`src/rtl/gmbs_params.svh`:
```
// constants for the message budget scheduler
// assumes a 40 MHz clock and an external quarter-cycle interval tick
`ifndef GMBS_PARAMS_SVH
`define GMBS_PARAMS_SVH

`define GMBS_CLK_NS       32'h00000019
`define GMBS_MS_NS        32'h000f4240
`define GMBS_HDR_PTS      8'h08
`define GMBS_ITEM_PTS     8'h01
`define GMBS_RX_BUDGET    8'h50
`define GMBS_TX_BUDGET    8'h28
`define GMBS_INIT_IVL_MS  16'h0004
`define GMBS_NPUB         8
`define GMBS_NSUB         16
`define GMBS_FIFO_DEPTH   4
`define GMBS_LAST_PUB     3'h7

`endif

```
`src/rtl/gmbs_pkg.sv`:
```
// types shared by the message budget scheduler modules
// assumes gmbs_params.svh is compiled alongside
package gmbs_pkg;

  typedef enum logic [1:0] {
    GMBS_IDLE = 2'b00,
    GMBS_CHG  = 2'b01,
    GMBS_RTX  = 2'b10,
    GMBS_SEND = 2'b11
  } gmbs_tx_state_t;

  typedef struct packed {
    logic [15:0] interval_ms;
    logic [15:0] elapsed_ms;
    logic        due;
  } gmbs_timer_t;

  typedef struct packed {
    logic [3:0]  sub;
    logic [15:0] stnum;
    logic [6:0]  body_pts;
    logic [15:0] vbits;
  } gmbs_rx_msg_t;

  typedef struct packed {
    logic [15:0]       ms_cnt;
    logic              ms_tick;
    logic [7:0]        rx_pts;
    logic [15:0]       seen;
    logic [15:0][15:0] last_stnum;
    logic              vb_valid;
    logic [3:0]        vb_sub;
    logic [15:0]       vb_data;
    logic [7:0]        tx_pts;
    gmbs_tx_state_t    st;
    gmbs_tx_state_t    ret_st;
    logic [2:0]        idx;
    logic [7:0]        en;
    logic [7:0][7:0]   cost;
    logic [15:0]       max_ms;
    logic [7:0]        chg_pend;
    logic [7:0][15:0]  pub_stnum;
    logic              tx_valid;
    logic [2:0]        tx_pub;
    logic [15:0]       tx_stnum;
    logic [17:0]       tx_ttl;
    logic [7:0]        tx_cost;
    logic              tx_is_chg;
  } gmbs_state_t;

endpackage

```
`src/rtl/gmbs_stream_if.sv`:
```
// valid/ready word stream between scheduler modules
// assumes one clock shared by both ends
`timescale 1ns/100ps
interface gmbs_stream_if #(parameter int W = 8);
  logic         valid;
  logic         ready;
  logic [W-1:0] data;
  modport src (output valid, output data, input ready);
  modport snk (input valid, input data, output ready);
endinterface

```
`src/rtl/gmbs_sched.sv`:
```
// message budget scheduler: receive decode budget and publication transmit budget
// assumes a quarter-cycle tick pulse, synchronous rst, a 40 MHz clk
`timescale 1ns/100ps
`include "gmbs_params.svh"
// Operation
// - If arrivals in an interval total 80 points or fewer, all are decoded and applied that interval.
// - A received message with an unchanged state number is a repeat and costs only 8 points.
// - Beyond 80 points in an interval, the excess waits and is handled in the next interval.
// - Up to eight publications are supported, each fed from any source.
// - After configuration every enabled publication sends one message.
// - Each interval changed publications are sent first, then those whose timer expired.
// - Each publication counts content changes, and a change sends it and restarts its timer at 4 ms.
// - Unchanged content is resent at intervals from 4 ms doubling up to a configured maximum.
// - Each sent message carries a time to live of three intervals, or two once at the maximum.
// - The cost of a publication is fixed when it is configured.
// - No more than 40 transmit points are spent per interval; the rest is deferred.
// - Transmit cost is 8 points plus 1 point per data item, and unsent messages cost nothing.
// - Sending stops when the next message would pass 40 points and resumes next interval.
// - Every received header costs eight points.
// - Each mapped Boolean in a received body costs one point, unmapped ones nothing.
module gmbs_sched
  import gmbs_pkg::*;
#(
  parameter int unsigned MS_CYCLES = `GMBS_MS_NS / `GMBS_CLK_NS
) (
  input  wire logic        clk,
  input  wire logic        rst,
  input  wire logic        tick,
  input  wire logic        rx_valid,
  output logic             rx_ready,
  input  wire logic [3:0]  rx_sub,
  input  wire logic [15:0] rx_stnum,
  input  wire logic [6:0]  rx_body_pts,
  input  wire logic [15:0] rx_vbits,
  output logic             vb_valid,
  output logic [3:0]       vb_sub,
  output logic [15:0]      vb_data,
  output logic [7:0]       rx_pts_used,
  input  wire logic        cfg_wr,
  input  wire logic [2:0]  cfg_idx,
  input  wire logic        cfg_enable,
  input  wire logic [5:0]  cfg_items,
  input  wire logic [15:0] cfg_max_ms,
  input  wire logic        cfg_commit,
  input  wire logic [7:0]  pub_change,
  output logic             tx_valid,
  input  wire logic        tx_ready,
  output logic [2:0]       tx_pub,
  output logic [15:0]      tx_stnum,
  output logic [17:0]      tx_ttl_ms,
  output logic [7:0]       tx_cost,
  output logic [7:0]       tx_pts_used
);
  localparam int RXW = $bits(gmbs_rx_msg_t);

  gmbs_state_t  q;
  gmbs_state_t  d;
  gmbs_rx_msg_t head;
  logic         rx_repeat;
  logic [7:0]   rx_cost;
  logic         rx_take;
  logic         send_done;
  logic [7:0]   restart;
  logic [7:0]   sent;
  logic [7:0]   due;
  logic [7:0][15:0] ivl;
  logic [7:0][15:0] nxt;
  logic [7:0]   cand_cost;
  logic         cand_fits;

  gmbs_stream_if #(.W(RXW)) in_s ();
  gmbs_stream_if #(.W(RXW)) out_s ();

  assign in_s.valid = rx_valid;
  assign in_s.data  = {rx_sub, rx_stnum, rx_body_pts, rx_vbits};
  assign rx_ready   = in_s.ready;

  // deferred arrivals wait here; a full fifo stalls the sender
  gmbs_fifo #(
    .W     (RXW),
    .DEPTH (`GMBS_FIFO_DEPTH)
  ) u_rx_fifo (
    .clk (clk),
    .rst (rst),
    .wr  (in_s),
    .rd  (out_s)
  );

  genvar g;
  generate
    for (g = 0; g < `GMBS_NPUB; g++)
    begin : g_pub
      gmbs_pub_timer u_timer (
        .clk         (clk),
        .rst         (rst),
        .ms_tick     (q.ms_tick),
        .restart     (restart[g]),
        .sent        (sent[g]),
        .max_ms      (q.max_ms),
        .due         (due[g]),
        .interval_ms (ivl[g]),
        .next_ms     (nxt[g])
      );
      assign restart[g] = send_done && q.tx_is_chg && (q.tx_pub == 3'(g));
      assign sent[g]    = send_done && !q.tx_is_chg && (q.tx_pub == 3'(g));
    end
  endgenerate

  // time to live from the interval that follows this send
  function automatic logic [17:0] ttl_of(input logic [15:0] iv, input logic [15:0] mx);
    logic [17:0] w;
    w = {2'b00, iv};
    ttl_of = (iv >= mx) ? (w << 1) : ((w << 1) + w);
  endfunction

  assign head        = gmbs_rx_msg_t'(out_s.data);
  assign vb_valid    = q.vb_valid;
  assign vb_sub      = q.vb_sub;
  assign vb_data     = q.vb_data;
  assign rx_pts_used = q.rx_pts;
  assign tx_valid    = q.tx_valid;
  assign tx_pub      = q.tx_pub;
  assign tx_stnum    = q.tx_stnum;
  assign tx_ttl_ms   = q.tx_ttl;
  assign tx_cost     = q.tx_cost;
  assign tx_pts_used = q.tx_pts;
  assign send_done   = (q.st == GMBS_SEND) && q.tx_valid && tx_ready;

  always_comb
  begin
    rx_repeat = q.seen[head.sub] && (q.last_stnum[head.sub] == head.stnum);
    rx_cost   = rx_repeat ? `GMBS_HDR_PTS : `GMBS_HDR_PTS + {1'b0, head.body_pts};
    rx_take   = out_s.valid && !tick && ((q.rx_pts + rx_cost) <= `GMBS_RX_BUDGET);
    out_s.ready = rx_take;
  end

  always_comb
  begin
    d          = q;
    d.vb_valid = 1'b0;
    d.ms_tick  = 1'b0;
    cand_cost  = q.cost[q.idx];
    cand_fits  = (q.tx_pts + cand_cost) <= `GMBS_TX_BUDGET;

    if (q.ms_cnt == 16'(MS_CYCLES - 1))
    begin
      d.ms_cnt  = '0;
      d.ms_tick = 1'b1;
    end
    else
      d.ms_cnt = q.ms_cnt + 16'h0001;

    // receive side
    if (tick)
      d.rx_pts = '0;
    else if (rx_take)
    begin
      d.rx_pts               = q.rx_pts + rx_cost;
      d.seen[head.sub]       = 1'b1;
      d.last_stnum[head.sub] = head.stnum;
      if (!rx_repeat)
      begin
        d.vb_valid = 1'b1;
        d.vb_sub   = head.sub;
        d.vb_data  = head.vbits;
      end
    end

    // configuration
    if (cfg_wr)
    begin
      d.en[cfg_idx]   = cfg_enable;
      d.cost[cfg_idx] = `GMBS_HDR_PTS + (`GMBS_ITEM_PTS * {2'b00, cfg_items});
    end

    // transmit scan
    case (q.st)
      GMBS_IDLE:
      begin
        if (tick)
        begin
          d.st  = GMBS_CHG;
          d.idx = '0;
        end
      end
      GMBS_CHG:
      begin
        if (q.chg_pend[q.idx] && q.en[q.idx])
        begin
          if (cand_fits)
          begin
            d.tx_valid  = 1'b1;
            d.tx_pub    = q.idx;
            d.tx_stnum  = q.pub_stnum[q.idx];
            d.tx_ttl    = ttl_of(`GMBS_INIT_IVL_MS, q.max_ms);
            d.tx_cost   = cand_cost;
            d.tx_is_chg = 1'b1;
            d.ret_st    = GMBS_CHG;
            d.st        = GMBS_SEND;
          end
          else
            d.st = GMBS_IDLE;
        end
        else if (q.idx == `GMBS_LAST_PUB)
        begin
          d.st  = GMBS_RTX;
          d.idx = '0;
        end
        else
          d.idx = q.idx + 3'h1;
      end
      GMBS_RTX:
      begin
        if (due[q.idx] && q.en[q.idx] && !q.chg_pend[q.idx])
        begin
          if (cand_fits)
          begin
            d.tx_valid  = 1'b1;
            d.tx_pub    = q.idx;
            d.tx_stnum  = q.pub_stnum[q.idx];
            d.tx_ttl    = ttl_of(nxt[q.idx], q.max_ms);
            d.tx_cost   = cand_cost;
            d.tx_is_chg = 1'b0;
            d.ret_st    = GMBS_RTX;
            d.st        = GMBS_SEND;
          end
          else
            d.st = GMBS_IDLE;
        end
        else if (q.idx == `GMBS_LAST_PUB)
          d.st = GMBS_IDLE;
        else
          d.idx = q.idx + 3'h1;
      end
      GMBS_SEND:
      begin
        if (tx_ready)
        begin
          d.tx_valid = 1'b0;
          d.tx_pts   = q.tx_pts + q.tx_cost;
          if (q.tx_is_chg)
            d.chg_pend[q.tx_pub] = 1'b0;
          if (q.idx != `GMBS_LAST_PUB)
          begin
            d.st  = q.ret_st;
            d.idx = q.idx + 3'h1;
          end
          else if (q.ret_st == GMBS_CHG)
          begin
            d.st  = GMBS_RTX;
            d.idx = '0;
          end
          else
            d.st = GMBS_IDLE;
        end
      end
      default:
        d.st = GMBS_IDLE;
    endcase

    if (tick)
      d.tx_pts = '0;

    if (cfg_commit)
    begin
      d.max_ms   = cfg_max_ms;
      d.chg_pend = q.chg_pend | d.en;
    end

    // a change arriving with its own send still leaves the flag set
    for (int i = 0; i < `GMBS_NPUB; i++)
    begin
      if (pub_change[i])
      begin
        d.pub_stnum[i] = q.pub_stnum[i] + 16'h0001;
        d.chg_pend[i]  = 1'b1;
      end
    end
  end

  always_ff @(posedge clk)
  begin
    if (rst)
    begin
      q        <= '0;
      q.st     <= GMBS_IDLE;
      q.ret_st <= GMBS_IDLE;
    end
    else
      q <= d;
  end
endmodule

```
`src/rtl/gmbs_fifo.sv`:
```
// small valid/ready fifo holding received message descriptors
// assumes synchronous active-high reset
`timescale 1ns/100ps
module gmbs_fifo #(
  parameter int W     = 8,
  parameter int DEPTH = 4
) (
  input  wire logic   clk,
  input  wire logic   rst,
  gmbs_stream_if.snk  wr,
  gmbs_stream_if.src  rd
);
  localparam int AW = $clog2(DEPTH);

  typedef struct packed {
    logic [DEPTH-1:0][W-1:0] mem;
    logic [AW-1:0]           wp;
    logic [AW-1:0]           rp;
    logic [AW:0]             cnt;
  } fifo_st_t;

  fifo_st_t q;
  fifo_st_t d;
  logic     push;
  logic     pop;

  assign wr.ready = (q.cnt != (AW+1)'(DEPTH));
  assign rd.valid = (q.cnt != '0);
  assign rd.data  = q.mem[q.rp];

  always_comb
  begin
    d    = q;
    push = wr.valid && wr.ready;
    pop  = rd.valid && rd.ready;
    if (push)
    begin
      d.mem[q.wp] = wr.data;
      d.wp        = (q.wp == AW'(DEPTH-1)) ? '0 : q.wp + AW'(1);
    end
    if (pop)
      d.rp = (q.rp == AW'(DEPTH-1)) ? '0 : q.rp + AW'(1);
    if (push && !pop)
      d.cnt = q.cnt + (AW+1)'(1);
    else if (pop && !push)
      d.cnt = q.cnt - (AW+1)'(1);
  end

  always_ff @(posedge clk)
  begin
    if (rst)
      q <= '0;
    else
      q <= d;
  end
endmodule

```
`src/rtl/gmbs_pub_timer.sv`:
```
// doubling retransmission timer of one publication
// assumes a one-cycle millisecond strobe and synchronous reset
`timescale 1ns/100ps
`include "gmbs_params.svh"
module gmbs_pub_timer
  import gmbs_pkg::*;
(
  input  wire logic        clk,
  input  wire logic        rst,
  input  wire logic        ms_tick,
  input  wire logic        restart,
  input  wire logic        sent,
  input  wire logic [15:0] max_ms,
  output logic             due,
  output logic [15:0]      interval_ms,
  output logic [15:0]      next_ms
);
  gmbs_timer_t q;
  gmbs_timer_t d;
  logic [16:0] dbl;

  assign due         = q.due;
  assign interval_ms = q.interval_ms;

  always_comb
  begin
    d       = q;
    dbl     = {q.interval_ms, 1'b0};
    next_ms = (dbl >= {1'b0, max_ms}) ? max_ms : dbl[15:0];
    if (restart)
    begin
      d.interval_ms = `GMBS_INIT_IVL_MS;
      d.elapsed_ms  = '0;
      d.due         = 1'b0;
    end
    else if (sent)
    begin
      d.interval_ms = next_ms;
      d.elapsed_ms  = '0;
      d.due         = 1'b0;
    end
    else if (ms_tick && !q.due)
    begin
      d.elapsed_ms = q.elapsed_ms + 16'h0001;
      if (d.elapsed_ms >= q.interval_ms)
        d.due = 1'b1;
    end
  end

  always_ff @(posedge clk)
  begin
    if (rst)
    begin
      q             <= '0;
      q.interval_ms <= `GMBS_INIT_IVL_MS;
    end
    else
      q <= d;
  end
endmodule

```
`config.mk`:
```
export PLATFORM = sky130hd
export DESIGN_NAME = gmbs_sched
export DESIGN_NICKNAME = d
export VERILOG_FILES = /design/src/rtl/gmbs_pkg.sv /design/src/rtl/gmbs_stream_if.sv /design/src/rtl/gmbs_sched.sv /design/src/rtl/gmbs_fifo.sv /design/src/rtl/gmbs_pub_timer.sv
export VERILOG_INCLUDE_DIRS = /design/src /design/src/rtl
export SDC_FILE = /design/constraint.sdc
export NUM_CORES = 2
export LEC_CHECK = 0
export ABC_AREA = 0
export BUFFER_PORTS_ARGS = -buffer_cell sky130_fd_sc_hd__clkbuf_2
export CAP_MARGIN = 20
export CORE_MARGIN = 2
export CORE_UTILIZATION = 68
export CTS_CLUSTER_SIZE = 28
export DETAILED_ROUTE_END_ITERATION = 7
export HOLD_SLACK_MARGIN = 0.1
export PLACE_DENSITY = 0.89
export SYNTH_ARGS = -nofsm -noshare
export SYNTH_HDL_FRONTEND = slang
export SYNTH_HIERARCHICAL = 1
export SYNTH_SLANG_ARGS = --single-unit
```
`constraint.sdc`:
```
create_clock -name clk -period 12.6 [get_ports clk]
set_clock_uncertainty 0.1 [all_clocks]
set_input_delay 2.52 -clock clk [delete_from_list [all_inputs] [get_ports clk]]
set_output_delay 2.52 -clock clk [all_outputs]
set_load 0.02 [all_outputs]
```
; ---- Yosys cells after proc, flatten, opt, wreduce, memory -nomap -nowiden
; Cells that the tools add are included.
; W data, S select, Z words.
[totals]
reg_bits = 1047
latch_bits = 0
in_bits = 84
n_memories = 0
mem_bits_rw = 0
output_inout_bits = 84
romBits = 0
[op_classes]
div = 0
bitwise_logic = 7
eq_ne = 30
n_reduce_logical = 127
mul = 0
shift = 0
n_addsub = 28
n_mux = 95
magnitude_cmp = 30
[ops]
columns = cell, n
row1 = $add A16 B1 Y16 const B, 17
row2 = $bwmux W256, 1
row3 = $mux W16, 12
row4 = $mux W47, 4
row5 = $bwmux W172, 1
row6 = $ge A16 B16 Y1, 9
row7 = $ge A17 B16 Y1, 8
row8 = $bmux W16 S3, 2
row9 = $pmux W46 S2, 1
row10 = $bmux W43 S2, 1
row11 = $demux W43 S2, 1
row12 = $mux W43, 2
row13 = $reduce_bool A3 Y1, 26
row14 = $mux W72, 1
row15 = $bmux W16 S4, 1
row16 = $bwmux W64, 1
row17 = $demux W16 S4, 1
row18 = $mux W8, 7
row19 = $logic_and A1 B1 Y1, 42
row20 = $mux W3, 11
row21 = $mux W2, 15
row22 = $reduce_and A3 Y1, 9
row23 = $reduce_or A3 Y1, 9
row24 = $add A8 B8 Y8, 3
row25 = 53 further kinds, 132

; ---- Logic depth before layout (Yosys ltp)
[logic_depth]
ltp_word = 14
depth_mapped = 34
mapped_depth_nobuf = 27

; ---- By module
; Netlist, hierarchy kept.
[by_module_without_submodules]
columns = module, cells_each, instances, area_per_inst_um2
row1 = gmbs_sched, 3123, 1, 30282.8
row2 = gmbs_pub_timer, 344, 8, 2698.8
row3 = gmbs_fifo, 704, 1, 8182.8

; ---- Least setup slack after synthesis
; OpenSTA, ideal clock, no wires.
[synth_path]
path_type = register -> register
from = register u_rx_fifo/q[4] (netlist name)
to = register u_rx_fifo/q[2] (netlist name)
arrival_ns = 7.590
setup_time_ns = 0.070
required_time_ns = 12.430
path_slack_ns = 4.839
path_stages_with_launch = 34
cell_sequence = dfxtp_1 -> clkbuf_1 -> buf_2 -> mux4_2 -> buf_6 -> buf_4 -> inv_2 -> buf_2 -> mux2i_1 -> o32a_1 -> o211ai_1 -> a32oi_1 -> nand4_1 -> or3_1 -> nor4_2 -> nor2b_1 -> ha_1 -> a21o_1 -> a21o_1 -> a211o_1 -> and2_1 -> o311ai_0 -> a21oi_1 -> o21ai_0 -> nand3_2 -> buf_6 -> buf_2 -> o31ai_1 -> ha_1 -> inv_1 -> fa_1 -> xor2_1 -> or3_1 -> a21oi_1
[synth_lines]
columns = element, line
row1 = "start, declared", gmbs_fifo.sv:22  ; fifo_st_t q;
row2 = "start signal, assigned", gmbs_fifo.sv:52  ; q <= '0;
row3 = "start signal, assigned", gmbs_fifo.sv:54  ; q <= d;

==> results.sh <==
export IMPL_power_density_nw_per_um2=132
export IMPL_hold_viol=0
export IMPL_place_ws_ns=3.28
export IMPL_die_x_um=299
export IMPL_layout_cells_most_common="dfxtp_1"
export IMPL_dp_cells=7320
export IMPL_grt_overflow=0
export IMPL_dp_hpwl_um=104000
export IMPL_endpoint_kind="flip-flop"
export IMPL_die_area_um2=89300
export IMPL_setup_ws_ns=2.92
export IMPL_slew_viol_final=0
export IMPL_drtIter0Drc=6091
export IMPL_violations="DRC"
export IMPL_grt_pass1_vias=48200
export IMPL_min_period_ns=9.68
export IMPL_reg2reg_from="u_rx_fifo/q[3]"
export IMPL_min_to="tx_ttl_ms[5]"
export IMPL_num_vias=49500
export IMPL_globalplace_congestion=0.964
export IMPL_path_max_fanout=38
export IMPL_row_count=108
export IMPL_die_h_um=299
export IMPL_reg2reg_depth=28
export IMPL_multi_input_area_um2=34300
export IMPL_drc=2
export IMPL_power_leakage_nw=26.3
export IMPL_instances_no_fill=7537
export IMPL_path_class="reg2reg"
export IMPL_synth_fp_nets=6873
export IMPL_drive_gt1_frac=0.130
export IMPL_finalCritPeriodShare=0.768
export IMPL_outcome="complete, but fails checks"
export IMPL_register_area_um2=20800
export IMPL_timing_fmax_ghz=0.103
export IMPL_via_per_inst=6.57
export IMPL_synthesis_instances=6451
export IMPL_syn_area_per_cell_um2=9.16
export IMPL_startpoint_type="flip-flop"
export IMPL_cts_root_buf="clkbuf_16"
export IMPL_setup_tns_ns=0
export IMPL_yosys_warnings=6
export IMPL_cts_tree="yes"
export IMPL_post_cts_resize_count=0
export IMPL_wl_per_cell_um=21.7
export IMPL_relSlewSlack=0.183
export IMPL_area_growth_pct=6.90
export IMPL_hold_depth=2
export IMPL_pin_count=168
export IMPL_cts_buffers=104
export IMPL_drt_pass1_iter_count=8
export IMPL_route_antenna_remaining_nets=0
export IMPL_antenna_found_initial=15
export IMPL_nets=6707
export IMPL_cp_required_ns=13.11
export IMPL_cap_viol_max_count=0
export IMPL_cts_buffer_depth=3
export IMPL_port_buffers=166
export IMPL_cts_max_level=3
export IMPL_netlist_area_um2=59100
export IMPL_final_core_utilization=0.730
export IMPL_cp_slowest_stage_delay_ns=0.72
export IMPL_tightest_slew_ns=1.22
export IMPL_clk_pin_slew_ns=0.06
export IMPL_wl_um=163000
export IMPL_grt_start_max_net_pins=258
export IMPL_cts_setup_buffers=0
export IMPL_grt_pass1_wl_um=255000
export IMPL_final_setup_viol_count=0
export IMPL_cts_hold_buf=0
export IMPL_hp_start="tx_ttl_ms[5]"
export IMPL_r2r_end="u_rx_fifo/q[2]"
export IMPL_coreArea_um2=86500
export IMPL_irDropWorstVdd_mv=0.140
export IMPL_mostFrequentLayoutCells="dfxtp_1 (1032), nor2_1 (733), mux2i_1 (565)"
export IMPL_arrival_ns=10.19
export IMPL_num_fill_cells=5612
export IMPL_r2r_slack_ns=2.92
export IMPL_start_util=0.683
export IMPL_track_usage=0.350
export IMPL_slowest_stage="nand3_2"
export IMPL_clock_latency_ns=0.70
export IMPL_hold_path_class="reg2reg"
export IMPL_rsz0062_at_grt="false"
export IMPL_cts_sinks=1037
## how the worst max path moves through the flow
stage,startpoint,end,slack [ns],cells past startpoint
global route,u_rx_fifo/q[3],u_rx_fifo/q[2],2.35,28
detailed placement,u_rx_fifo/q[3],q[522],3.28,25
global placement,u_rx_fifo/q[3],q[516],3.57,25
floorplan,u_rx_fifo/q[4],u_rx_fifo/q[2],4.84,33
CTS,u_rx_fifo/q[3],q[520],3.09,25
finish,u_rx_fifo/q[3],u_rx_fifo/q[2],2.92,28
## area by class of cell
cell class | instances | area share
clock inverters | 51 | 0.0126
repair buffers | 239 | 0.0240
inverters | 344 | 0.0204
diodes | 10 | 0.000396
multi-input cells | 4559 | 0.543
well taps | 1155 | 0.0229
clock buffers | 142 | 0.0475
flip-flops and latches | 1037 | 0.329
## through the flow
stage          hold slack, ns  cell area, um^2  power [mW]
5_1_grt                 0.379            63200        8.55
2_1_floorplan           0.322            59100        4.58
4_1_cts                 0.358            62900        8.27
3_3_place_gp            0.330            59100        4.85
6_report                0.356            63200        8.32
3_5_place_dp            0.347            59100        4.89
## sequential cells by signal (all words and copies together) (netlist names)
signal,cells
tx_valid,1
tx_stnum,16
tx_cost,7
q,512
tx_pub,3
rx_pts_used,8
g_pub.u_timer/interval_ms,128
vb_valid,1
tx_ttl_ms,18
g_pub.u_timer/due,8
g_pub.u_timer/q,128
vb_data,16
u_rx_fifo/q,179
vb_sub,4
tx_pts_used,8
## per-layer routing
metal | up-vias | wire (um) | global-route usage
li1 | 22400 | - | -
met3 | 617 | 18100 | 0.0832
met1 | 23800 | 62900 | 0.450
met5 | - | 51 | 0
met4 | 8 | 7400 | 0.157
met2 | 2739 | 74800 | 0.561
## where the power goes
part	internal, mW	switching, mW	leakage (nW)
sequential	3.39	0.104	8.38
clock	2.02	1.39	1.83
combinational	0.495	0.918	16.0
total	5.91	2.42	26.3
## critical path, delay by kind of cell, from the launching register on
family                     cells  cell delay [ns]
AOI/OAI and AO/OA             12             3.51
and+or+nand+nor                8             2.54
adders and majority gates      3             0.99
buffers and inverters          3             0.90
muxes                          1             0.67
DFF                            1             0.66
xor gates and xnor gates       1             0.19
Note: power is estimated with default switching activity, not from simulation.
